## config.mk

```make
export PLATFORM = sky130hd
export DESIGN_NAME = ulr_timing
export DESIGN_NICKNAME = d
export VERILOG_FILES = /design/src/ulr_pkg.sv /design/src/ulr_buf2.sv /design/src/ulr_timing.sv
export SDC_FILE = /design/constraint.sdc
export NUM_CORES = 1
export LEC_CHECK = 0
export ABC_AREA = 1
export BUFFER_PORTS_ARGS = -buffer_cell sky130_fd_sc_hd__buf_2
export CORE_ASPECT_RATIO = 0.6
export CORE_MARGIN = 4
export CORE_UTILIZATION = 30
export DETAILED_ROUTE_END_ITERATION = 12
export GPL_TIMING_DRIVEN = 1
export PLACE_DENSITY = 0.49
export SLEW_MARGIN = 20
export SYNTH_ARGS = -nofsm -noshare
export SYNTH_HDL_FRONTEND = slang
export SYNTH_SLANG_ARGS = --single-unit
```

## constraint.sdc

```tcl
create_clock -name ref_clk_i -period 5.13 [get_ports ref_clk_i]
set_input_delay 0.513 -clock ref_clk_i [delete_from_list [all_inputs] [get_ports ref_clk_i]]
set_output_delay 0.513 -clock ref_clk_i [all_outputs]
set_load 0.1 [all_outputs]
```

## src/ulr_pkg.sv

```systemverilog
/*
 * Constants, state codes and the configuration carrier for the
 * uplink random-access timing and marker generator.
 * Assumes a 100 MHz reference clock and a 3.84 MHz default chip rate.
 */
// Notes on behaviour
// - Message data raw output carries data-part bits before spreading and scrambling.
// - Message control raw output carries control-part bits before spreading and scrambling.
// - A dedicated clock output paces the message data raw bits.
// - A separate clock output paces the message control raw bits.
// - Processing level stays high from start until all repetitions are done.
// - Processing level reads 1 while generating and 0 while off.
// - Processing level changes only on access slot boundaries.
// - Sub-channel pulses as configured; every random-access stream starts on one.
// - The 10 ms frame pulse marks every frame number boundary.
// - The 80 ms frame pulse marks only frames whose number modulo eight is zero.
// - The preamble pulse marks the start of every preamble access slot.
// - The message pulse marks an access slot only when a message is sent there.
// - The repetition pulse marks the first access slot of each repetition.
// - All markers are timed on the chip clock, which is driven out.
// - Dedicated mode delays frame timing by 1024 chips plus timing and slot offsets.
// - Frame numbering aligns to the external frame sync trigger.
// - The chip clock runs at 3.84 MHz unless another rate is set.
package ulr_pkg;

	// ********************************
	// Clock and frame timing
	// ********************************
	localparam int REF_CLK_HZ = 100_000_000;
	localparam int CHIP_RATE_HZ = 3_840_000;
	localparam int NCO_MOD_INT = 10000;
	localparam logic [13:0] NCO_MOD = 14'(NCO_MOD_INT);
	localparam logic [13:0] NCO_HALF = 14'(NCO_MOD_INT / 2);
	localparam logic [13:0] CHIP_STEP_DEF = 14'(CHIP_RATE_HZ / (REF_CLK_HZ / NCO_MOD_INT));
	localparam int FRAME_MS = 10;
	localparam int SLOTS_PER_FRAME = 15;
	localparam int CHIPS_PER_FRAME = CHIP_RATE_HZ / 1000 * FRAME_MS;
	localparam int CHIPS_PER_SLOT = CHIPS_PER_FRAME / SLOTS_PER_FRAME;
	localparam logic [11:0] CHIP_MAX = 12'(CHIPS_PER_SLOT - 1);
	localparam logic [3:0] SLOT_MAX = 4'(SLOTS_PER_FRAME - 1);
	localparam logic [3:0] SUBCH_MAX = 4'hB;
	localparam logic [16:0] T0_CHIPS = 17'h00400;
	localparam logic [8:0] CTRL_SF = 9'h100;
	localparam logic [2:0] SFN80_MASK = 3'h7;

	// ********************************
	// Reset values
	// ********************************
	localparam logic [11:0] SFN_RST = 12'h000;
	localparam logic [13:0] ACC_RST = 14'h0000;

	// ********************************
	// Types
	// ********************************
	typedef enum logic [3:0] {
		ST_IDLE = 4'h1,
		ST_ARMED = 4'h2,
		ST_PRE = 4'h4,
		ST_MSG = 4'h8
	} ulr_state_e;

	typedef struct packed {
		logic [13:0] chip_step;
		logic [3:0] sf_log2;
		logic [15:0] timing_ofs;
		logic [3:0] slot_ofs;
		logic [7:0] reps;
		logic [3:0] preambles;
		logic [3:0] msg_slots;
		logic [11:0] subch_mask;
		logic msg_en;
		logic dpch_mode;
		logic sync_sfn;
		logic [2:0] period_sel;
		logic cont;
	} ulr_cfg_s;

	// Frame-clock period in frames, minus one, as a rounding mask
	function automatic logic [11:0] ulr_period_mask(input logic [2:0] sel);
		case (sel)
			3'h0: ulr_period_mask = 12'h000;
			3'h1: ulr_period_mask = 12'h001;
			3'h2: ulr_period_mask = 12'h003;
			3'h3: ulr_period_mask = 12'h007;
			default: ulr_period_mask = 12'h0FF;
		endcase
	endfunction

endpackage

```

## src/ulr_buf2.sv

```systemverilog
/*
 * Two-entry buffer with valid and ready on both sides.
 * Assumes fill and drain sit on the same clock; ce_i freezes it.
 */
`timescale 1ns/1ps
`default_nettype none
module ulr_buf2 #(
	parameter int W = 1
) (
	// Clock and reset
	input wire logic clk_i,
	input wire logic rst_i,
	input wire logic ce_i,
	// Fill side
	input wire logic in_valid_i,
	input wire logic [W-1:0] in_data_i,
	output logic in_ready_o,
	// Drain side
	output logic out_valid_o,
	output logic [W-1:0] out_data_o,
	input wire logic out_ready_i
);
	logic [W-1:0] mem_q [2];
	logic wp_q;
	logic rp_q;
	logic [1:0] cnt_q;
	logic [1:0] cnt_d;
	logic push;
	logic pop;

	assign push = ce_i && in_valid_i && in_ready_o;
	assign pop = ce_i && out_ready_i && out_valid_o;
	assign cnt_d = 2'(cnt_q + {1'b0, push} - {1'b0, pop});
	assign out_valid_o = cnt_q != 2'h0;
	assign out_data_o = mem_q[rp_q];

	always_ff @(posedge clk_i) begin
		if (push) begin
			mem_q[wp_q] <= in_data_i;
		end
	end

	// Ready is registered so a full buffer never takes a third word
	always_ff @(posedge clk_i) begin
		if (rst_i) begin
			wp_q <= 1'b0;
			rp_q <= 1'b0;
			cnt_q <= 2'h0;
			in_ready_o <= 1'b0;
		end else if (ce_i) begin
			wp_q <= wp_q ^ push;
			rp_q <= rp_q ^ pop;
			cnt_q <= cnt_d;
			in_ready_o <= cnt_d != 2'h2;
		end
	end
endmodule
`default_nettype wire

```

## src/ulr_timing.sv

```systemverilog
/*
 * Uplink random-access timing and marker generator: chip clock,
 * frame and slot counters aligned to an external sync trigger,
 * access-slot sequencer and two raw bit streams with their clocks.
 * Assumes config and raw bits come from logic on ref_clk_i and that
 * the sync trigger is an asynchronous pin.
 */
`timescale 1ns/1ps
`default_nettype none
module ulr_timing
	import ulr_pkg::*;
(
	// Clock, reset, enable
	input wire logic ref_clk_i,
	input wire logic rst_i,
	input wire logic ce_i,
	// Configuration and start
	input wire ulr_cfg_s cfg_i,
	input wire logic start_i,
	// Sync pin
	input wire logic frame_sync_trigger_in_i,
	// Raw bit sources, index 0 data part, 1 control part
	input wire logic [1:0] raw_valid_i,
	input wire logic [1:0] raw_bit_i,
	output logic [1:0] raw_ready_o,
	// Chip clock
	output logic chip_clock_select_o,
	// Raw streams
	output logic message_data_raw_out_o,
	output logic message_data_raw_clk_o,
	output logic message_ctrl_raw_out_o,
	output logic message_ctrl_raw_clk_o,
	// Markers
	output logic access_processing_level_o,
	output logic subchannel_timing_pulse_o,
	output logic frame10_pulse_o,
	output logic frame80_pulse_o,
	output logic preamble_slot_pulse_o,
	output logic message_slot_pulse_o,
	output logic repetition_start_pulse_o
);

	// ********************************
	// Chip clock
	// ********************************
	logic [13:0] acc_q;
	logic [14:0] acc_sum;
	logic [13:0] acc_d;
	logic [13:0] step;
	logic tick_w;

	assign step = (cfg_i.chip_step == 14'h0000) ? CHIP_STEP_DEF : cfg_i.chip_step;
	assign acc_sum = {1'b0, acc_q} + {1'b0, step};
	assign acc_d = (acc_sum >= {1'b0, NCO_MOD}) ? 14'(acc_sum - {1'b0, NCO_MOD}) : acc_sum[13:0];
	assign tick_w = ce_i && (acc_sum >= {1'b0, NCO_MOD});

	// Fractional divider: edges jitter by one reference period
	always_ff @(posedge ref_clk_i) begin
		if (rst_i) begin
			acc_q <= ACC_RST;
			chip_clock_select_o <= 1'b0;
		end else if (ce_i) begin
			acc_q <= acc_d;
			chip_clock_select_o <= acc_d < NCO_HALF;
		end
	end

	// ********************************
	// Sync trigger input
	// ********************************
	logic sy1_q;
	logic sy2_q;
	logic sy3_q;
	logic used_q;
	logic dly_run_q;
	logic [16:0] dly_q;
	logic [16:0] dly_ld;
	logic trig_w;
	logic align_w;

	always_ff @(posedge ref_clk_i) begin
		if (rst_i) begin
			sy1_q <= 1'b0;
			sy2_q <= 1'b0;
			sy3_q <= 1'b0;
		end else if (ce_i) begin
			sy1_q <= frame_sync_trigger_in_i;
			sy2_q <= sy1_q;
			sy3_q <= sy2_q;
		end
	end

	// Single mode uses only the first trigger after reset
	assign trig_w = ce_i && sy2_q && !sy3_q && (cfg_i.cont || !used_q);
	assign dly_ld = 17'({1'b0, cfg_i.timing_ofs} + 17'(cfg_i.slot_ofs) * 17'(CHIPS_PER_SLOT)
		+ (cfg_i.dpch_mode ? T0_CHIPS : 17'h00000));
	assign align_w = tick_w && dly_run_q && (dly_q == 17'h00000);

	always_ff @(posedge ref_clk_i) begin
		if (rst_i) begin
			used_q <= 1'b0;
			dly_run_q <= 1'b0;
			dly_q <= 17'h00000;
		end else if (trig_w) begin
			used_q <= 1'b1;
			dly_run_q <= 1'b1;
			dly_q <= dly_ld;
		end else if (align_w) begin
			dly_run_q <= 1'b0;
		end else if (tick_w && dly_run_q) begin
			dly_q <= 17'(dly_q - 17'h00001);
		end
	end

	// ********************************
	// Frame, slot and access slot counters
	// ********************************
	logic [11:0] chip_q;
	logic [11:0] chip_d;
	logic [3:0] slot_q;
	logic [3:0] slot_d;
	logic [11:0] sfn_q;
	logic [11:0] sfn_d;
	logic [11:0] pmask;
	logic [11:0] sfn_inc;
	logic half_q;
	logic half_d;
	logic [3:0] subi_q;
	logic [3:0] subi_d;
	logic sof_w;
	logic sos_w;
	logic as_bnd_w;
	logic as_evt;
	logic sub_hit_w;

	assign pmask = ulr_period_mask(cfg_i.period_sel);
	assign sfn_inc = 12'(sfn_q + 12'h001);

	always_comb begin
		chip_d = 12'(chip_q + 12'h001);
		slot_d = slot_q;
		sfn_d = sfn_q;
		half_d = half_q;
		subi_d = subi_q;
		sof_w = 1'b0;
		sos_w = 1'b0;
		if (align_w) begin
			chip_d = 12'h000;
			slot_d = 4'h0;
			sfn_d = cfg_i.sync_sfn ? SFN_RST : (12'(sfn_inc + pmask) & ~pmask);
			half_d = 1'b0;
			subi_d = 4'h0;
			sof_w = 1'b1;
			sos_w = 1'b1;
		end else if (chip_q == CHIP_MAX) begin
			chip_d = 12'h000;
			sos_w = 1'b1;
			half_d = ~half_q;
			if (slot_q == SLOT_MAX) begin
				slot_d = 4'h0;
				sfn_d = sfn_inc;
				sof_w = 1'b1;
			end else begin
				slot_d = 4'(slot_q + 4'h1);
			end
			if (half_q) begin
				subi_d = (subi_q == SUBCH_MAX) ? 4'h0 : 4'(subi_q + 4'h1);
			end
		end
	end

	assign as_bnd_w = sos_w && !half_d;
	assign as_evt = tick_w && as_bnd_w;
	assign sub_hit_w = as_bnd_w && cfg_i.subch_mask[subi_d];

	always_ff @(posedge ref_clk_i) begin
		if (rst_i) begin
			chip_q <= 12'h000;
			slot_q <= 4'h0;
			sfn_q <= SFN_RST;
			half_q <= 1'b0;
			subi_q <= 4'h0;
		end else if (tick_w) begin
			chip_q <= chip_d;
			slot_q <= slot_d;
			sfn_q <= sfn_d;
			half_q <= half_d;
			subi_q <= subi_d;
		end
	end

	// Markers last one chip so a chip-clocked receiver sees them
	always_ff @(posedge ref_clk_i) begin
		if (rst_i) begin
			frame10_pulse_o <= 1'b0;
			frame80_pulse_o <= 1'b0;
			subchannel_timing_pulse_o <= 1'b0;
		end else if (tick_w) begin
			frame10_pulse_o <= sof_w;
			frame80_pulse_o <= sof_w && ((sfn_d[2:0] & SFN80_MASK) == 3'h0);
			subchannel_timing_pulse_o <= sub_hit_w;
		end
	end

	// ********************************
	// Access slot sequencer
	// ********************************
	ulr_state_e st_q;
	ulr_state_e st_d;
	logic pend_q;
	logic [3:0] pre_cnt_q;
	logic [3:0] msg_cnt_q;
	logic [7:0] rep_cnt_q;

	always_ff @(posedge ref_clk_i) begin
		if (rst_i) begin
			pend_q <= 1'b0;
		end else if (ce_i && start_i) begin
			pend_q <= 1'b1;
		end else if (as_evt && st_q == ST_IDLE) begin
			pend_q <= 1'b0;
		end
	end

	always_comb begin
		st_d = st_q;
		case (st_q)
			ST_IDLE: begin
				if (as_evt && pend_q && cfg_i.reps != 8'h00) begin
					st_d = ST_ARMED;
				end
			end
			ST_ARMED: begin
				if (tick_w && sub_hit_w) begin
					st_d = ST_PRE;
				end
			end
			ST_PRE: begin
				if (as_evt && pre_cnt_q == 4'h0) begin
					if (cfg_i.msg_en) begin
						st_d = ST_MSG;
					end else begin
						st_d = (rep_cnt_q == 8'h00) ? ST_IDLE : ST_ARMED;
					end
				end
			end
			ST_MSG: begin
				if (as_evt && msg_cnt_q == 4'h0) begin
					st_d = (rep_cnt_q == 8'h00) ? ST_IDLE : ST_ARMED;
				end
			end
			default: begin
				st_d = ST_IDLE;
			end
		endcase
	end

	always_ff @(posedge ref_clk_i) begin
		if (rst_i) begin
			st_q <= ST_IDLE;
			pre_cnt_q <= 4'h0;
			msg_cnt_q <= 4'h0;
			rep_cnt_q <= 8'h00;
		end else if (tick_w) begin
			st_q <= st_d;
			if (st_q == ST_IDLE && st_d == ST_ARMED) begin
				rep_cnt_q <= 8'(cfg_i.reps - 8'h01);
			end else if (st_q != ST_ARMED && st_d == ST_ARMED) begin
				rep_cnt_q <= 8'(rep_cnt_q - 8'h01);
			end
			if (st_d == ST_PRE && st_q != ST_PRE) begin
				pre_cnt_q <= (cfg_i.preambles == 4'h0) ? 4'h0 : 4'(cfg_i.preambles - 4'h1);
			end else if (as_evt && pre_cnt_q != 4'h0) begin
				pre_cnt_q <= 4'(pre_cnt_q - 4'h1);
			end
			if (st_d == ST_MSG && st_q != ST_MSG) begin
				msg_cnt_q <= (cfg_i.msg_slots == 4'h0) ? 4'h0 : 4'(cfg_i.msg_slots - 4'h1);
			end else if (as_evt && msg_cnt_q != 4'h0) begin
				msg_cnt_q <= 4'(msg_cnt_q - 4'h1);
			end
		end
	end

	// Level and slot markers move only with the sequencer, on boundaries
	always_ff @(posedge ref_clk_i) begin
		if (rst_i) begin
			access_processing_level_o <= 1'b0;
			preamble_slot_pulse_o <= 1'b0;
			message_slot_pulse_o <= 1'b0;
			repetition_start_pulse_o <= 1'b0;
		end else if (tick_w) begin
			access_processing_level_o <= st_d != ST_IDLE;
			preamble_slot_pulse_o <= as_bnd_w && st_d == ST_PRE;
			message_slot_pulse_o <= st_q == ST_PRE && st_d == ST_MSG;
			repetition_start_pulse_o <= st_q == ST_ARMED && st_d == ST_PRE;
		end
	end

	// ********************************
	// Raw bit streams
	// ********************************
	logic [1:0] raw_bit_q;
	logic [1:0] raw_clk_q;

	generate
		for (genvar i = 0; i < 2; i++) begin : g_lane
			logic [8:0] per;
			logic [8:0] ph_q;
			logic go_w;
			logic bv;
			logic bd;

			assign per = (i == 0) ? 9'(9'h001 << cfg_i.sf_log2) : CTRL_SF;
			// Bit periods restart at the message slot boundary
			assign go_w = tick_w && st_d == ST_MSG && (st_q != ST_MSG || ph_q == 9'(per - 9'h001));

			ulr_buf2 #(
				.W(1)
			) u_buf (
				.clk_i(ref_clk_i),
				.rst_i(rst_i),
				.ce_i(ce_i),
				.in_valid_i(raw_valid_i[i]),
				.in_data_i(raw_bit_i[i]),
				.in_ready_o(raw_ready_o[i]),
				.out_valid_o(bv),
				.out_data_o(bd),
				.out_ready_i(go_w)
			);

			// Underrun sends zero rather than stalling the air timing
			always_ff @(posedge ref_clk_i) begin
				if (rst_i) begin
					ph_q <= 9'h000;
					raw_bit_q[i] <= 1'b0;
					raw_clk_q[i] <= 1'b0;
				end else if (go_w) begin
					ph_q <= 9'h000;
					raw_bit_q[i] <= bv && bd;
					raw_clk_q[i] <= 1'b1;
				end else if (tick_w) begin
					ph_q <= 9'(ph_q + 9'h001);
					if (st_d != ST_MSG || 9'(ph_q + 9'h001) == (per >> 1)) begin
						raw_clk_q[i] <= 1'b0;
					end
				end
			end

			property p_raw_edge;
				@(posedge ref_clk_i) disable iff (rst_i)
				$changed(raw_bit_q[i]) |-> $rose(raw_clk_q[i]);
			endproperty
			a_raw_edge: assert property (p_raw_edge)
				else $error("raw bit changed off the rising raw clock");
		end
	endgenerate

	assign message_data_raw_out_o = raw_bit_q[0];
	assign message_data_raw_clk_o = raw_clk_q[0];
	assign message_ctrl_raw_out_o = raw_bit_q[1];
	assign message_ctrl_raw_clk_o = raw_clk_q[1];

	// ********************************
	// Checks
	// ********************************
	property p_proc_hold;
		@(posedge ref_clk_i) disable iff (rst_i)
		(st_q == ST_PRE || st_q == ST_MSG) |-> access_processing_level_o;
	endproperty
	a_proc_hold: assert property (p_proc_hold)
		else $error("processing level low during a repetition");

	property p_proc_off;
		@(posedge ref_clk_i) disable iff (rst_i)
		(st_q == ST_IDLE) |-> !access_processing_level_o;
	endproperty
	a_proc_off: assert property (p_proc_off)
		else $error("processing level high while idle");

	property p_proc_slot;
		@(posedge ref_clk_i) disable iff (rst_i)
		$changed(access_processing_level_o) |-> $past(as_evt);
	endproperty
	a_proc_slot: assert property (p_proc_slot)
		else $error("processing level moved off an access slot boundary");

	property p_rep_sub;
		@(posedge ref_clk_i) disable iff (rst_i)
		$rose(repetition_start_pulse_o) |-> subchannel_timing_pulse_o;
	endproperty
	a_rep_sub: assert property (p_rep_sub)
		else $error("repetition began without a sub-channel pulse");

	property p_f10;
		@(posedge ref_clk_i) disable iff (rst_i)
		$rose(frame10_pulse_o) |-> $past(tick_w && sof_w) && chip_q == 12'h000 && slot_q == 4'h0;
	endproperty
	a_f10: assert property (p_f10)
		else $error("frame pulse away from a frame boundary");

	property p_f80;
		@(posedge ref_clk_i) disable iff (rst_i)
		frame80_pulse_o |-> frame10_pulse_o && sfn_q[2:0] == 3'h0;
	endproperty
	a_f80: assert property (p_f80)
		else $error("80 ms pulse on a frame not divisible by eight");

	property p_pre;
		@(posedge ref_clk_i) disable iff (rst_i)
		$rose(preamble_slot_pulse_o) |-> st_q == ST_PRE && chip_q == 12'h000 && !half_q;
	endproperty
	a_pre: assert property (p_pre)
		else $error("preamble pulse outside a preamble access slot start");

	property p_msg;
		@(posedge ref_clk_i) disable iff (rst_i)
		$rose(message_slot_pulse_o) |-> st_q == ST_MSG && !preamble_slot_pulse_o;
	endproperty
	a_msg: assert property (p_msg)
		else $error("message pulse without a message slot");

	property p_rep;
		@(posedge ref_clk_i) disable iff (rst_i)
		$rose(repetition_start_pulse_o) |-> preamble_slot_pulse_o && access_processing_level_o;
	endproperty
	a_rep: assert property (p_rep)
		else $error("repetition pulse not on a first preamble slot");

	property p_align;
		@(posedge ref_clk_i) disable iff (rst_i)
		align_w |=> frame10_pulse_o && chip_q == 12'h000 && dly_run_q == $past(trig_w);
	endproperty
	a_align: assert property (p_align)
		else $error("alignment did not restart the frame");
endmodule
`default_nettype wire

```

* Word-level counts from Yosys, hierarchy flattened
Memories as Yosys holds them, arrays and structs flattened. A register that Yosys moved wholly into a read port is not among the register bits.
Cells that the tools add are included.
** Cells by class
- Bitwise operators :: 7
- $mul :: 1
- $add $sub $neg :: 23
- Multiplexer cells :: 62
- Magnitude comparators :: 3
- Reduce and logical (&&, ||, !) cells :: 83
- Shift operators :: 1
- Equality and inequality tests :: 25
** Operator list (count)
- 2-to-1 mux 12 bit :: 6
- 2-to-1 mux 4 bit :: 18
- 2-to-1 mux 17 bit :: 3
- logical AND 1 bit :: 39
- one-hot mux 8 bit (4 select lines) :: 1
- 2-to-1 mux 14 bit :: 2
- nonzero test 2 bit :: 14
- 2-to-1 mux 1 bit :: 26
- adder 12 x 1 -> 12 bit, second input constant :: 2
- adder 9 x 1 -> 9 bit, second input constant :: 2
- == test 9 x 8 -> 1 bit, second input constant :: 2
- adder 16 x 16 -> 17 bit :: 1
- adder 17 x 11 -> 17 bit :: 1
- logical NOT 17 bit :: 1
- subtractor 17 x 1 -> 17 bit, second input constant :: 1
- == test 4 bit, second input constant :: 4
- logical NOT 4 bit :: 4
- 2-to-1 mux 8 bit :: 2
- one-hot mux 4 bit (4 select lines) :: 1
- subtractor 4 x 1 -> 4 bit, second input constant :: 4
- subtractor 8 x 1 -> 8 bit, second input constant :: 2
- adder 14 x 14 -> 15 bit :: 1
- greater-or-equal comparator 15 x 14 -> 1 bit, second input constant :: 1
- logical NOT 14 bit :: 1
- 39 further kinds :: 66
** Storage, ports and cells
- Memories kept :: 2
- Memory bits (writable) :: 4
- Logic and storage cells :: 247
- Output and inout port bits :: 14
- Bits in registers :: 130
- Input bits :: 82
** Memory list
- g_lane[0].u_buf.mem_q :: depth 2, bits a word 1, rd ports 1, clocked after memory_dff 1, wr ports 1, RTL line ulr_buf2.sv:23 : logic [W-1:0] mem_q [2];
- g_lane[1].u_buf.mem_q :: depth 2, bits a word 1, rd ports 1, clocked after memory_dff 1, wr ports 1, RTL line ulr_buf2.sv:23

* Longest topological paths before layout
Gate-level depths: netlist of run 1.
- Word-level depth :: 23
- Mapped depth :: 34
- Depth with buffers taken out :: 33

* Hierarchy
Synthesis of run 1 repeated with hierarchy kept, for this count alone.
** Unflattened totals
- Cells, all modules :: 1377
- Area total of the unflattened synthesis :: 9193.8 sq um
** Modules (own cells, without submodules)
- ulr_timing :: instances 1, cells an instance 1287, area an instance 8330.5 sq um, seq. area each 2222.1 sq um
- ulr_buf2 :: instances 2, cells an instance 45, area an instance 431.7 sq um, seq. area each 180.2 sq um

* Worst setup path after synthesis of run 1
OpenSTA, ideal clock, no wires.
- Kind :: in2reg
- Start point :: input cfg_i[59] (netlist name)
- End point :: register g_lane[1].u_buf.in_ready_o
- Path slack :: 812 ps
- Buffers on the path :: 1
- Required time :: 5011 ps
- Arrival :: 4199 ps
- Stages :: 33
- Cells stage by stage :: clkbuf_1 > ha_1 > fa_1 > nand3_1 > nand2_1 > nand2_1 > nand2_1 > inv_1 > ha_1 > inv_1 > nor2_1 > nand3_1 > nor2_1 > nand2_1 > nor2_1 > nand2_1 > nand3_2 > nand2_4 > nor2_2 > nand2_2 > o31ai_4 > nand2_1 > clkinv_1 > nand3_1 > a21oi_2 > o211ai_1 > inv_1 > ha_1 > inv_1 > ha_1 > xnor2_1 > nand2_1 > o221a_2
** On the way
- Longest elaborated chain between the ends :: 22
- Elaborated cells between the ends (all ways) :: 33
- Those cells by class :: add/sub (2); order compare (1); eq/ne (2); mux (11); reduce/logical (17)
** RTL lines
- start: declaration :: RTL line ulr_timing.sv:18 : input wire ulr_cfg_s cfg_i,
- logical NOT 14 bit :: RTL line ulr_timing.sv:52 : assign step = (cfg_i.chip_step == 14'h0000) ? CHIP_STEP_DEF : cfg_i.chip_step;
- 2-to-1 mux 14 bit * :: RTL line ulr_timing.sv:52
- adder 14 x 14 -> 15 bit * :: RTL line ulr_timing.sv:53 : assign acc_sum = {1'b0, acc_q} + {1'b0, step};
- greater-or-equal comparator 15 x 14 -> 1 bit * :: RTL line ulr_timing.sv:55 : assign tick_w = ce_i && (acc_sum >= {1'b0, NCO_MOD});
- logical AND 1 bit * :: RTL line ulr_timing.sv:55
- parallel branches: the longest is 11 deep, another holds 2-to-1 mux 4 bit
- logical AND 1 bit * (2 in a row) :: RTL line ulr_timing.sv:315 : assign go_w = tick_w && st_d == ST_MSG && (st_q != ST_MSG || ph_q == 9'(per - 9'h001));
- logical AND 1 bit * (2 in a row) :: RTL line ulr_buf2.sv:32 : assign pop = ce_i && out_ready_i && out_valid_o;
- subtractor 2 x 1 -> 2 bit * :: RTL line ulr_buf2.sv:33 : assign cnt_d = 2'(cnt_q + {1'b0, push} - {1'b0, pop});
- inequality test 2 bit * :: RTL line ulr_buf2.sv:54 : in_ready_o <= cnt_d != 2'h2;
- end signal: assignment :: RTL line ulr_buf2.sv:49 : in_ready_o <= 1'b0;
- end signal: assignment :: RTL line ulr_buf2.sv:54
- end: declaration :: RTL line ulr_buf2.sv:17 : output logic in_ready_o,
Every way passes the cells marked *. The select of a mux whose other input is x is not followed.
A chain may end at the register's enable or synchronous reset.

* Worst setup path after layout of run 1
- Start point :: input cfg_i[62] (netlist name)
- End point :: register g_lane[0].u_buf.in_ready_o
** On the way
- Longest elaborated chain between the ends :: 22
- Elaborated cells between the ends (all ways) :: 33
- Those cells by class :: add/sub (2); order compare (1); eq/ne (2); mux (11); reduce/logical (17)
** RTL lines (RTL line)
- logical NOT 14 bit :: ulr_timing.sv:52
- 2-to-1 mux 14 bit * :: ulr_timing.sv:52
- adder 14 x 14 -> 15 bit * :: ulr_timing.sv:53
- greater-or-equal comparator 15 x 14 -> 1 bit * :: ulr_timing.sv:55
- logical AND 1 bit * :: ulr_timing.sv:55
- parallel branches: the longest is 11 deep, another holds 2-to-1 mux 4 bit
- logical AND 1 bit * (2 in a row) :: ulr_timing.sv:315
- logical AND 1 bit * (2 in a row) :: ulr_buf2.sv:32
- subtractor 2 x 1 -> 2 bit * :: ulr_buf2.sv:33
- inequality test 2 bit * :: ulr_buf2.sv:54
- end signal: assignment :: ulr_buf2.sv:49
- end signal: assignment :: ulr_buf2.sv:54
- end: declaration :: ulr_buf2.sv:17
Marks and branches as above.

==> results of run 1 <==
-- critical path, delay by kind of cell --
kind / cells / cell delay, ns
and+or+nand+nor: 19 / 2.28
adders and majority gates: 3 / 0.66
buffers and inverters: 5 / 0.56
xor gates and xnor gates: 1 / 0.11
AOI/OAI and AO/OA: 4 / 0.85
-- metal layers --
layer	GRT usage [%]	vias to the layer above
met3	3.291	12
li1	-	4487
met1	23.43	3750
met5	0	-
met2	21.74	139
met4	2.862	0
-- sequential cells by signal, summed over array words and instances, names as in the netlist, 2 cells and up, named ones only --
signal / flops
acc_q: 14
chip_q: 12
dly_q: 17
g_lane.ph_q: 18
g_lane.u_buf.cnt_q: 4
g_lane.u_buf.in_ready_o: 2
g_lane.u_buf.mem_q: 4
g_lane.u_buf.rp_q: 2
g_lane.u_buf.wp_q: 2
msg_cnt_q: 4
pre_cnt_q: 4
rep_cnt_q: 8
sfn_q: 3
slot_q: 4
st_q: 4
subi_q: 4
-- per-stage QoR --
step / hold slack (ns) / worst slack (ns)
2_1_floorplan: 0.4345 / 0.8122
3_3_place_gp: 0.4464 / -0.07184
3_5_place_dp: 0.4548 / -0.1651
4_1_cts: 0.2622 / 0.2839
5_1_grt: 0.2709 / 0.03017
6_report: 0.2910 / 0.4933
-- synthesized netlist by cell type (all sizes together), types with 3 or more instances --
cell type / instances / area, um2
a211oi: 18 / 135.1
a21o: 3 / 22.52
a21oi: 77 / 392.9
a31oi: 12 / 75.07
and3: 3 / 18.77
buf: 13 / 72.57
clkbuf: 37 / 138.9
dfxtp: 123 / 2462
edfxtp: 4 / 120.1
fa: 5 / 100.1
ha: 56 / 700.7
inv: 187 / 701.9
mux2: 3 / 33.78
nand2: 277 / 1070
nand3: 93 / 483.0
nand4: 11 / 75.07
nor2: 159 / 624.3
nor3: 26 / 130.1
nor4: 14 / 87.58
o211ai: 5 / 37.54
o21ai: 91 / 474.2
o21bai: 4 / 30.03
o31ai: 3 / 36.28
or2: 8 / 50.05
xnor2: 22 / 192.7
xor2: 47 / 411.6
-- cells in the final DEF (no fill, tap or decap), drive strengths merged, types with 2 or more instances in the layout --
cell type / instances
bufinv: 2
nand3b: 2
nor3: 26
edfxtp: 4
o31ai: 3
o2111ai: 2
xnor2: 22
a31oi: 12
and2: 2
nor4: 14
a21oi: 77
clkinv: 5
nand4: 11
o221a: 2
mux2: 3
or2: 8
xor2: 47
o41ai: 2
o211ai: 5
a21o: 3
nand3: 93
o21ai: 91
clkbuf: 28
a211oi: 18
a21boi: 2
ha: 56
and3: 3
o21bai: 4
o21a: 2
buf: 110
nand2: 277
dfxtp: 123
fa: 5
nor2: 159
inv: 186
-- what timing repair did --
action,in CTS,in global routing
gates resized for setup,0,4
endpoints found under the setup margin,0,6
setup buffers,0,2
hold buffers,0,0
-- power by group through the flow --
stage	Sequential (mW)	Clock, mW	Combinational (mW)
finish	1.22	1.26	1.37
global placement	1.24	0	1.36
floorplan	1.26	0	1.00
CTS	1.22	1.29	1.37
detailed placement	1.24	0	1.36
global route	1.24	1.34	1.57
-- final cells by class --
class / instances / share of cell area [%]
clock buffer: 28 / 5.244
clock inverter: 4 / 0.6719
inverter: 189 / 6.803
multi-input combinational: 961 / 51.96
sequential: 127 / 24.77
tap: 400 / 4.800
timing repair buffer: 110 / 5.760
-- logic make-up after synthesis --
logic type / count (synthesis) / share of synthesized area (%)
AOI/OAI and AO/OA: 230 / 15.25
buffers and inverters: 239 / 10.36
xor gates and xnor gates: 69 / 6.796
and+or+nand+nor: 597 / 29.06
muxes: 4 / 0.4924
DFF: 127 / 29.04
adders and majority gates: 61 / 9.005
-- worst paths after layout --
| path | start | endpoint | slack, ns | cells past startpoint |
|---|---|---|---|---|
| setup / recovery | cfg_i[62] | g_lane[0].u_buf.in_ready_o$_SDFFE_PP0P_ | 0.49 | 32 |
| hold / removal | raw_bit_i[1] | g_lane[1].u_buf.mem_q[1]$_DFFE_PP_ | 0.29 | 1 |
| setup reg to reg | acc_q[0]$_SDFFE_PP0P_ | g_lane[0].u_buf.in_ready_o$_SDFFE_PP0P_ | 0.52 | 33 |
| hold reg to reg | chip_clock_select_o$_SDFFE_PP0P_ | chip_clock_select_o$_SDFFE_PP0P_ | 0.46 | 2 |
==> metrics.cfg, run 1 <==
[logic_synthesis]
syn_inst=1327
syn_avg_cell_area_um2=6.701
ys_seq_area_share_pct=29.04
syn_nets=1470
ys_ff_latch=127
synth_edf_count=4
ys_async_sr_fraction_pct=0
yosysUniqueCellTypes=62
yosysWarnings=0
ys.flop_type=dfxtp_1
syn_area_um2=8892

[placed_design]
placed_area_um2=9754
gp_congestion=0.8512
dp.cells=1785
portBuffers=95
hpwl_um=18700

[worst_setup_path]
crit_slowest_cell=nor4_4
crit_fanout=9
cp_common_cell=nand2_1
critPathArrivalTime_ns=4.96
critPathMaxStageDelay_ns=0.31
crit_required_ns=5.45
start_kind=input pin
endpoint_kind=register
worstSetupPathType=in -> reg

[grt]
grt_pass1_vias=7752
antenna_found_initial=0
track_usage_pct=15.22
grt_start_max_net_pins=51
overflow=0
grt_first_pass_wirelength_um=40290

[drt]
num_vias=8388
wl_met1_um=13490
ant_nets=0
wl_per_cell_um=13.39
drt_iter0_markers=580
met3_length_um=970
top_layer_used=met4
drc=0
avgViaCountPerCell=4.611
met2_length_um=9763
drt_pass1_iterations=5
finalWirelength_um=24360

[floorplanning]
pin_count=96
die_h_um=141.4
fp-row-count=48
dieArea_um2=32550
initial_core_util_pct=30.72
coreArea_um2=28950
die_x_um=230.3

[timing]
slew_viol_final=0
fin_crit_ns=4.637
setup_tns_ns=0
max_freq_mhz=215.7
finalHoldViolCount=0
fin_crit_sh_pct=90.38
setup_violations=0
worstMarginPinSlew_ns=1.030
maxSlewHeadroom_pct=30.90
skew_ns=0.009517
rsz0062_at_grt=false

[clock_tree]
cts.clk_slew.worst_paths_ns=0.06
cts_buffer_depth=2
numCtsBuffers=17
h-tree-depth=4
clkLatencyLatePin_ns=0.43
cts_tree=yes
clockRootBuffer=clkbuf_16
clkSinkCount=127

[power_and_ir_drop]
pwr-share-seq_pct=31.7
power_switching_mw=1.441
vdd_drop_max_mv=0.1709
p_leak_nw=4.967
power_density_nw_per_um2=369.4
pwr-share-clk_pct=32.6
finalPower_mw=3.852
p_comb_share_pct=35.6
internal_power_mw=2.412
p_sw_share_pct=37.40

[finish]
seq_area_um2=2582
multi_input_area_um2=5418
fin_area_um2=10430
nets=1549
final_util_pct=36.02
drive_gt1_share_pct=13.18
area_growth_pct=17.26
fill_cells=3150
instances_no_fill=1819
diodes=0

[status]
status=finished clean

[hold_path]
hp-class=in -> reg

[run]
maxCapViolations=0

Power figures use the tool's default switching activity.
==> inputs of run 2 (changes only) <==
--- a/config.mk
+++ b/config.mk
@@ -5,14 +5,13 @@
 export SDC_FILE = /design/constraint.sdc
 export NUM_CORES = 1
 export LEC_CHECK = 0
-export ABC_AREA = 1
 export BUFFER_PORTS_ARGS = -buffer_cell sky130_fd_sc_hd__buf_2
 export CORE_ASPECT_RATIO = 0.6
 export CORE_MARGIN = 4
 export CORE_UTILIZATION = 30
 export DETAILED_ROUTE_END_ITERATION = 12
 export GPL_TIMING_DRIVEN = 1
-export PLACE_DENSITY = 0.49
+export PLACE_DENSITY = 0.51
 export SLEW_MARGIN = 20
 export SYNTH_ARGS = -nofsm -noshare
 export SYNTH_HDL_FRONTEND = slang
==> constraint.sdc (replaced) <==
create_clock -name ref_clk_i -period 3.7 [get_ports ref_clk_i]
set_input_delay 0.37 -clock ref_clk_i [delete_from_list [all_inputs] [get_ports ref_clk_i]]
set_output_delay 0.37 -clock ref_clk_i [all_outputs]
set_load 0.1 [all_outputs]
==> metrics.cfg, run 2 <==
[finish]
drive_gt1_share_pct=29.60  ; +16 points
multi_input_area_um2=6646  ; +23%
diodes=0  ; unchanged
final_util_pct=41.41  ; +5.4 points
final_common_cell=buf_4
fill_cells=3070  ; -2.5%
instances_no_fill=1793  ; -1.4%
final_cell_mix=154 x buf_4, 140 x nor2_1, 121 x dfxtp_1, 95 x buf_2, 93 x nand2_1
top_regs=g_lane.ph_q: 18 flops, dly_q: 17 flops, acc_q: 14 flops
seq_area_um2=2585  ; about the same
regMostFlops=g_lane.ph_q
nets=1515  ; -2.2%
largest_reg_flops=18  ; unchanged
area_growth_pct=35.12

[clock_tree]
cts_buffer_depth=2  ; unchanged
clockRootBuffer=clkbuf_16
cts_hold_buf=0  ; unchanged
clkLatencyLatePin_ns=0.45  ; +0.02 ns
cts.clk_slew.worst_paths_ns=0.07  ; about the same
h-tree-depth=4  ; unchanged
cts_tree=yes
clkSinkCount=127  ; unchanged
numCtsBuffers=17  ; unchanged

[drt]
avgViaCountPerCell=5.158  ; +12%
num_vias=9248  ; +10%
ant_nets=0  ; unchanged
drt_iter0_markers=701  ; +21%
drt_pass1_iterations=5  ; unchanged
finalWirelength_um=29990  ; +23%
drc=0  ; unchanged
wl_per_cell_um=16.73  ; +25%

[logic_synthesis]
synthTopCellsByCount=142 x nor2_1, 123 x dfxtp_1, 94 x nand2_1, 69 x a21oi_1, 56 x ha_1
syn_avg_cell_area_um2=8.066  ; +20%
syn_inst=1146  ; -14%
synth_area_leaders=dfxtp_1 27%, ha_1 7.6%, nor2_1 5.8%
yosysUniqueCellTypes=99  ; +60%
yosysTopAreaCell=dfxtp_1
ys.flop_type=dfxtp_1
yosysTopAreaCellShare_pct=26.64  ; -1.1 points
synth_edf_count=4  ; unchanged
yosysWarnings=0  ; unchanged
ys_async_sr_fraction_pct=0  ; unchanged
synth.most_common_cell=nor2_1
ys_ff_latch=127  ; unchanged
syn_area_um2=9244  ; +4.0%
syn_nets=1289  ; -12%
ys_seq_area_share_pct=27.94  ; -1.1 points

[status]
status=finished, violations left
violations=setup timing

[timing]
rsz0062_at_grt=true
skew_ns=0.01588  ; +0.006361 ns
finalHoldViolCount=0  ; unchanged
slew_viol_final=0  ; unchanged
setup_violations=54  ; +54
worstMarginPinSlew_ns=0.7720  ; -0.2581 ns
fin_crit_sh_pct=112.0
fin_crit_ns=4.143
maxSlewHeadroom_pct=48.22  ; +17 points
setup_ws_ns=-0.4434  ; -0.9367 ns
hold_ws_ns=0.1242  ; -0.1668 ns
max_freq_mhz=241.3

[grt]
grt_first_pass_wirelength_um=46740  ; +16%
grt_pass1_vias=8574  ; +11%
grt_start_max_net_pins=45  ; -12%
overflow=0  ; unchanged
antenna_found_initial=0  ; unchanged
track_usage_pct=17.24  ; +2.0 points

[worst_setup_path]
critPathMaxStageDelay_ns=0.46  ; +0.15 ns
start_kind=register
critPathArrivalTime_ns=4.50  ; -0.46 ns
endpoint_kind=register
crit_required_ns=4.06  ; -1.39 ns
crit_fanout=4  ; -5
crit_slowest_cell=a221o_2
r2r-start=acc_q[0]$_SDFFE_PP0P_
crit_start=acc_q[0]$_SDFFE_PP0P_
worstPathCellList=ha_4 -> fa_2 -> a21o_1 -> a221o_2 -> buf_4 -> xnor2_4 -> nand3_2 -> nor3b_4 -> o2111ai_4 -> nand4_4 -> buf_6 -> a2111oi_4 -> ha_1 -> inv_2 -> ha_4 -> xor2_2 -> xnor2_1 -> nor2_1 -> a211oi_2
worstSetupPathType=reg -> reg
cp_common_cell=ha_4

[placed_design]
hpwl_um=22490  ; +20%
portBuffers=95  ; unchanged
dp.cells=1729  ; -3.1%
gp_congestion=0.8896  ; +4.5%

[power_and_ir_drop]
p_leak_nw=5.074  ; +2.2%
power_density_nw_per_um2=569.7  ; +54%
vdd_drop_max_mv=0.4186  ; +140%

[floorplanning]
initial_core_util_pct=30.65  ; -0.073 points
coreArea_um2=30160  ; +4.2%
fp-row-count=49  ; +2.1%
dieArea_um2=33780  ; +3.8%
die_x_um=234.6  ; +1.9%
die_h_um=144.0  ; +1.8%
pin_count=96  ; unchanged

[run]
maxCapViolations=0  ; unchanged

[hold_path]
hold_start=raw_bit_i[1]
hp-class=in -> reg

==> run 2: cells by family (layout without fill, tap and decap cells) <==
| group | Yosys count | after routing | share of synthesized area (%) |
|---|---|---|---|
| mux | 28 | 28 | 3.127 |
| fa+ha+maj | 62 | 62 | 8.771 |
| buf+inv | 111 | 347 | 5.143 |
| flops | 127 | 127 | 27.94 |
| xor+xnor | 89 | 89 | 8.798 |
| simple gates | 466 | 469 | 26.56 |
| compound gates | 263 | 263 | 19.67 |
==> run 2: path summary, 6_finish.rpt <==
kind / end / slack [ns] / depth (start not counted)
hold reg to reg: subchannel_timing_pulse_o$_SDFFE_PP0P_ / 0.45 / 2
hold / removal: g_lane[1].u_buf.mem_q[0]$_DFFE_PP_ / 0.12 / 1
setup / recovery: g_lane[0].u_buf.in_ready_o$_SDFFE_PP0P_ / -0.44 / 19
setup reg to reg: g_lane[0].u_buf.in_ready_o$_SDFFE_PP0P_ / -0.44 / 19
==> run 2: area by class of cell <==
type | instances | share of cell area, %
repair buffers | 270 | 15.69
clock inverters | 14 | 1.533
flip-flops and latches | 127 | 20.70
clock buffers | 18 | 3.436
inverters | 45 | 1.352
multi-input cells | 911 | 53.21
well taps | 408 | 4.087
==> run 2: layer usage <==
layer  track usage (%)  up-vias  share of wire, %  routed length [um]
met1             26.36     4391                53               15820
met2             24.60      208                41               12400
met4             4.348        0               1.2                 372
met5                 0        -                 0                   0
met3             3.431       27               4.6                1392
li1                  -     4622                 -                   -
==> run 2: worst max-delay path, delay by kind of cell (launching register included) <==
kind,cells,cell delay [ns]
flip-flops,1,0.33
XOR/XNOR,3,0.41
AND/OR/NAND/NOR,4,0.41
adder cells (fa/ha/maj),4,0.96
buffers and inverters,3,0.41
AO/OA/AOI/OAI,5,1.51
==> run 2: stage by stage <==
stage / instance area, um2 / power (mW) / setup TNS, ns / setup WS (ns)
after floorplan: 9304 / 3.495 / -2.688 / -0.4425
after global placement: 11160 / 4.740 / -34.33 / -0.7638
after detailed placement: 11160 / 4.749 / -31.98 / -0.8295
after CTS: 12070 / 6.862 / -4.645 / -0.4336
after global routing: 12490 / 7.517 / -19.88 / -0.6591
final: 12490 / 7.115 / -8.162 / -0.4434
==> run 2: what timing repair did <==
item / CTS / global route
buffers inserted: 15 / 15
gates cloned: 2 / 2
pin swaps: 21 / 24
setup endpoints to repair: 49 / 102
resized for setup: 32 / 57
==> run 2: power breakdown <==
part | internal, mW | switching, mW
logic | 1.69 | 1.99
clock network | 1.13 | 0.684
registers | 1.50 | 0.129
==> inputs of run 3 (changes only) <==
--- a/config.mk
+++ b/config.mk
@@ -5,7 +5,7 @@
 export SDC_FILE = /design/constraint.sdc
 export NUM_CORES = 1
 export LEC_CHECK = 0
-export BUFFER_PORTS_ARGS = -buffer_cell sky130_fd_sc_hd__buf_2
+export BUFFER_PORTS_ARGS = -buffer_cell sky130_fd_sc_hd__buf_4
 export CORE_ASPECT_RATIO = 0.6
 export CORE_MARGIN = 4
 export CORE_UTILIZATION = 30
==> metrics.cfg, run 3 (same netlist as run 2, synthesis figures left out) <==
[drt]
num_vias=9115  ; -1.4%
finalWirelength_um=29270  ; -2.4%
drt_pass1_iterations=5  ; unchanged
wl_per_cell_um=16.44  ; -1.7%
drc=0  ; unchanged
ant_nets=0  ; unchanged
drt_iter0_markers=632  ; -9.8%
avgViaCountPerCell=5.121  ; -0.72%

[clock_tree]
clkSinkCount=127  ; unchanged
cts_hold_buf=0  ; unchanged
clockRootBuffer=clkbuf_16
cts_buffer_depth=2  ; unchanged
cts.clk_slew.worst_paths_ns=0.06  ; about the same
h-tree-depth=4  ; unchanged
numCtsBuffers=17  ; unchanged
clkLatencyLatePin_ns=0.44  ; about the same
cts_tree=yes

[floorplanning]
pin_count=96  ; unchanged
die_h_um=144.0  ; unchanged
dieArea_um2=33780  ; unchanged
coreArea_um2=30160  ; unchanged
fp-row-count=49  ; unchanged
die_x_um=234.6  ; unchanged
initial_core_util_pct=30.65  ; unchanged

[finish]
final_common_cell=buf_4
instances_no_fill=1780  ; -0.73%
top_regs=g_lane.ph_q: 18 flops, dly_q: 17 flops, acc_q: 14 flops
drive_gt1_share_pct=29.81  ; +0.21 points
final_util_pct=41.74  ; +0.33 points
final_cell_mix=241 x buf_4, 138 x nor2_1, 122 x dfxtp_1, 90 x nand2_1, 64 x a21oi_1
area_growth_pct=36.21
diodes=0  ; unchanged
largest_reg_flops=18  ; unchanged
nets=1502  ; -0.86%
regMostFlops=g_lane.ph_q

[placed_design]
dp.cells=1725  ; -0.23%
hpwl_um=22040  ; -2.0%
gp_congestion=0.8906  ; +0.11%
portBuffers=95  ; unchanged

[run]
maxCapViolations=0  ; unchanged

[grt]
antenna_found_initial=0  ; unchanged
grt_first_pass_wirelength_um=46220  ; -1.1%
overflow=0  ; unchanged
grt_start_max_net_pins=42  ; -6.7%
track_usage_pct=16.95  ; -0.29 points
grt_pass1_vias=8490  ; -0.98%

[timing]
setup_ws_ns=-0.3698  ; +0.07365 ns
max_freq_mhz=245.7  ; +1.8%
worstMarginPinSlew_ns=1.114  ; +0.3416 ns
setup_violations=38  ; -30%
fin_crit_ns=4.070  ; -0.07365 ns
slew_viol_final=0  ; unchanged
maxSlewHeadroom_pct=25.75  ; -22 points
rsz0062_at_grt=true
finalHoldViolCount=0  ; unchanged
fin_crit_sh_pct=110.0  ; -2.0 points
skew_ns=0.006580  ; -0.009297 ns

[worst_setup_path]
crit_fanout=5  ; +1
critPathArrivalTime_ns=4.43  ; -0.07 ns
worstSetupPathType=reg -> reg
crit_required_ns=4.06  ; about the same
start_kind=register
endpoint_kind=register

[status]
violations=setup timing
status=finished, violations left

[power_and_ir_drop]
pwr-share-clk_pct=26.2  ; +0.8 points
p_comb_share_pct=50.2  ; -1.5 points
pwr-share-seq_pct=23.6  ; +0.8 points
power_density_nw_per_um2=546.3  ; -4.1%
internal_power_mw=4.192  ; -2.8%
vdd_drop_max_mv=0.3768  ; -10%
p_sw_share_pct=39.06  ; -0.35 points
power_switching_mw=2.686  ; -4.2%
p_leak_nw=5.056  ; -0.35%

[hold_path]
hp-class=in -> reg

==> run 3: final cells by class <==
cell class                      instances  area, um2
Inverter                               45      168.9
Sequential cell                       127       2584
Clock buffer                           18      429.2
Tap cell                              408      510.5
Timing Repair Buffer                  257       2033
Multi-Input combinational cell        911       6674
Clock inverter                         14      191.4
Fill cell                            3013      17570
==> run 3: final timing paths <==
| path | start | endpoint | slack (ns) | cells past startpoint |
|---|---|---|---|---|
| max reg2reg | acc_q[0]$_SDFFE_PP0P_ | g_lane[1].u_buf.in_ready_o$_SDFFE_PP0P_ | -0.37 | 20 |
| min | raw_bit_i[1] | g_lane[1].u_buf.mem_q[1]$_DFFE_PP_ | 0.12 | 1 |
| min reg2reg | message_data_raw_out_o$_SDFFE_PP0P_ | message_data_raw_out_o$_SDFFE_PP0P_ | 0.46 | 2 |
| max | acc_q[0]$_SDFFE_PP0P_ | g_lane[1].u_buf.in_ready_o$_SDFFE_PP0P_ | -0.37 | 20 |
==> run 3: power by group through the flow <==
stage	sequential, mW	clock [mW]	combinational [mW]
after CTS	1.62	1.84	3.28
after detailed placement	1.65	0	3.07
after floorplan	1.66	0	1.83
final	1.62	1.80	3.45
after global routing	1.64	1.90	3.76
after global placement	1.65	0	3.06
==> run 3: worst max-delay path: stages, from the launching register on <==
cell       delay (ns)
dfxtp_2          0.33
ha_4             0.17
fa_2             0.34
a21o_1           0.20
a221o_2          0.43
a31oi_4          0.22
buf_4            0.14
nand3b_1         0.11
a31oi_4          0.29
o2111ai_4        0.22
nand3_2          0.15
buf_4            0.13
a211oi_4         0.03
and2b_1          0.18
ha_1             0.28
inv_2            0.07
ha_4             0.13
xor2_2           0.16
xnor2_1          0.14
nor2_1           0.05
a211oi_1         0.20
==> run 3: what timing repair did <==
item	CTS	global route
setup endpoints to repair	73	90
gates cloned	2	1
buffers inserted	13	11
gates resized for setup	31	67
pin swaps	16	31
==> run 3: metal layers <==
metal	track usage (%)	vias to the layer above	share of wire, %
li1	-	4597	-
met1	25.80	4251	52
met2	23.90	240	41
met3	4.288	27	6.0
met4	3.696	0	1.1
met5	0	-	0
==> run 3: per-stage QoR <==
step	cell area [um2]	setup WS [ns]	setup TNS, ns	power, mW	hold WS [ns]
floorplan	9304	-0.4425	-2.688	3.495	0.4367
global placement	11330	-0.7984	-49.06	4.703	0.4420
detailed placement	11330	-0.9104	-53.44	4.716	0.4534
CTS	12200	-0.3722	-2.785	6.739	0.09160
global route	12590	-0.6157	-15.98	7.304	0.09033
finish	12590	-0.3698	-4.391	6.879	0.1151
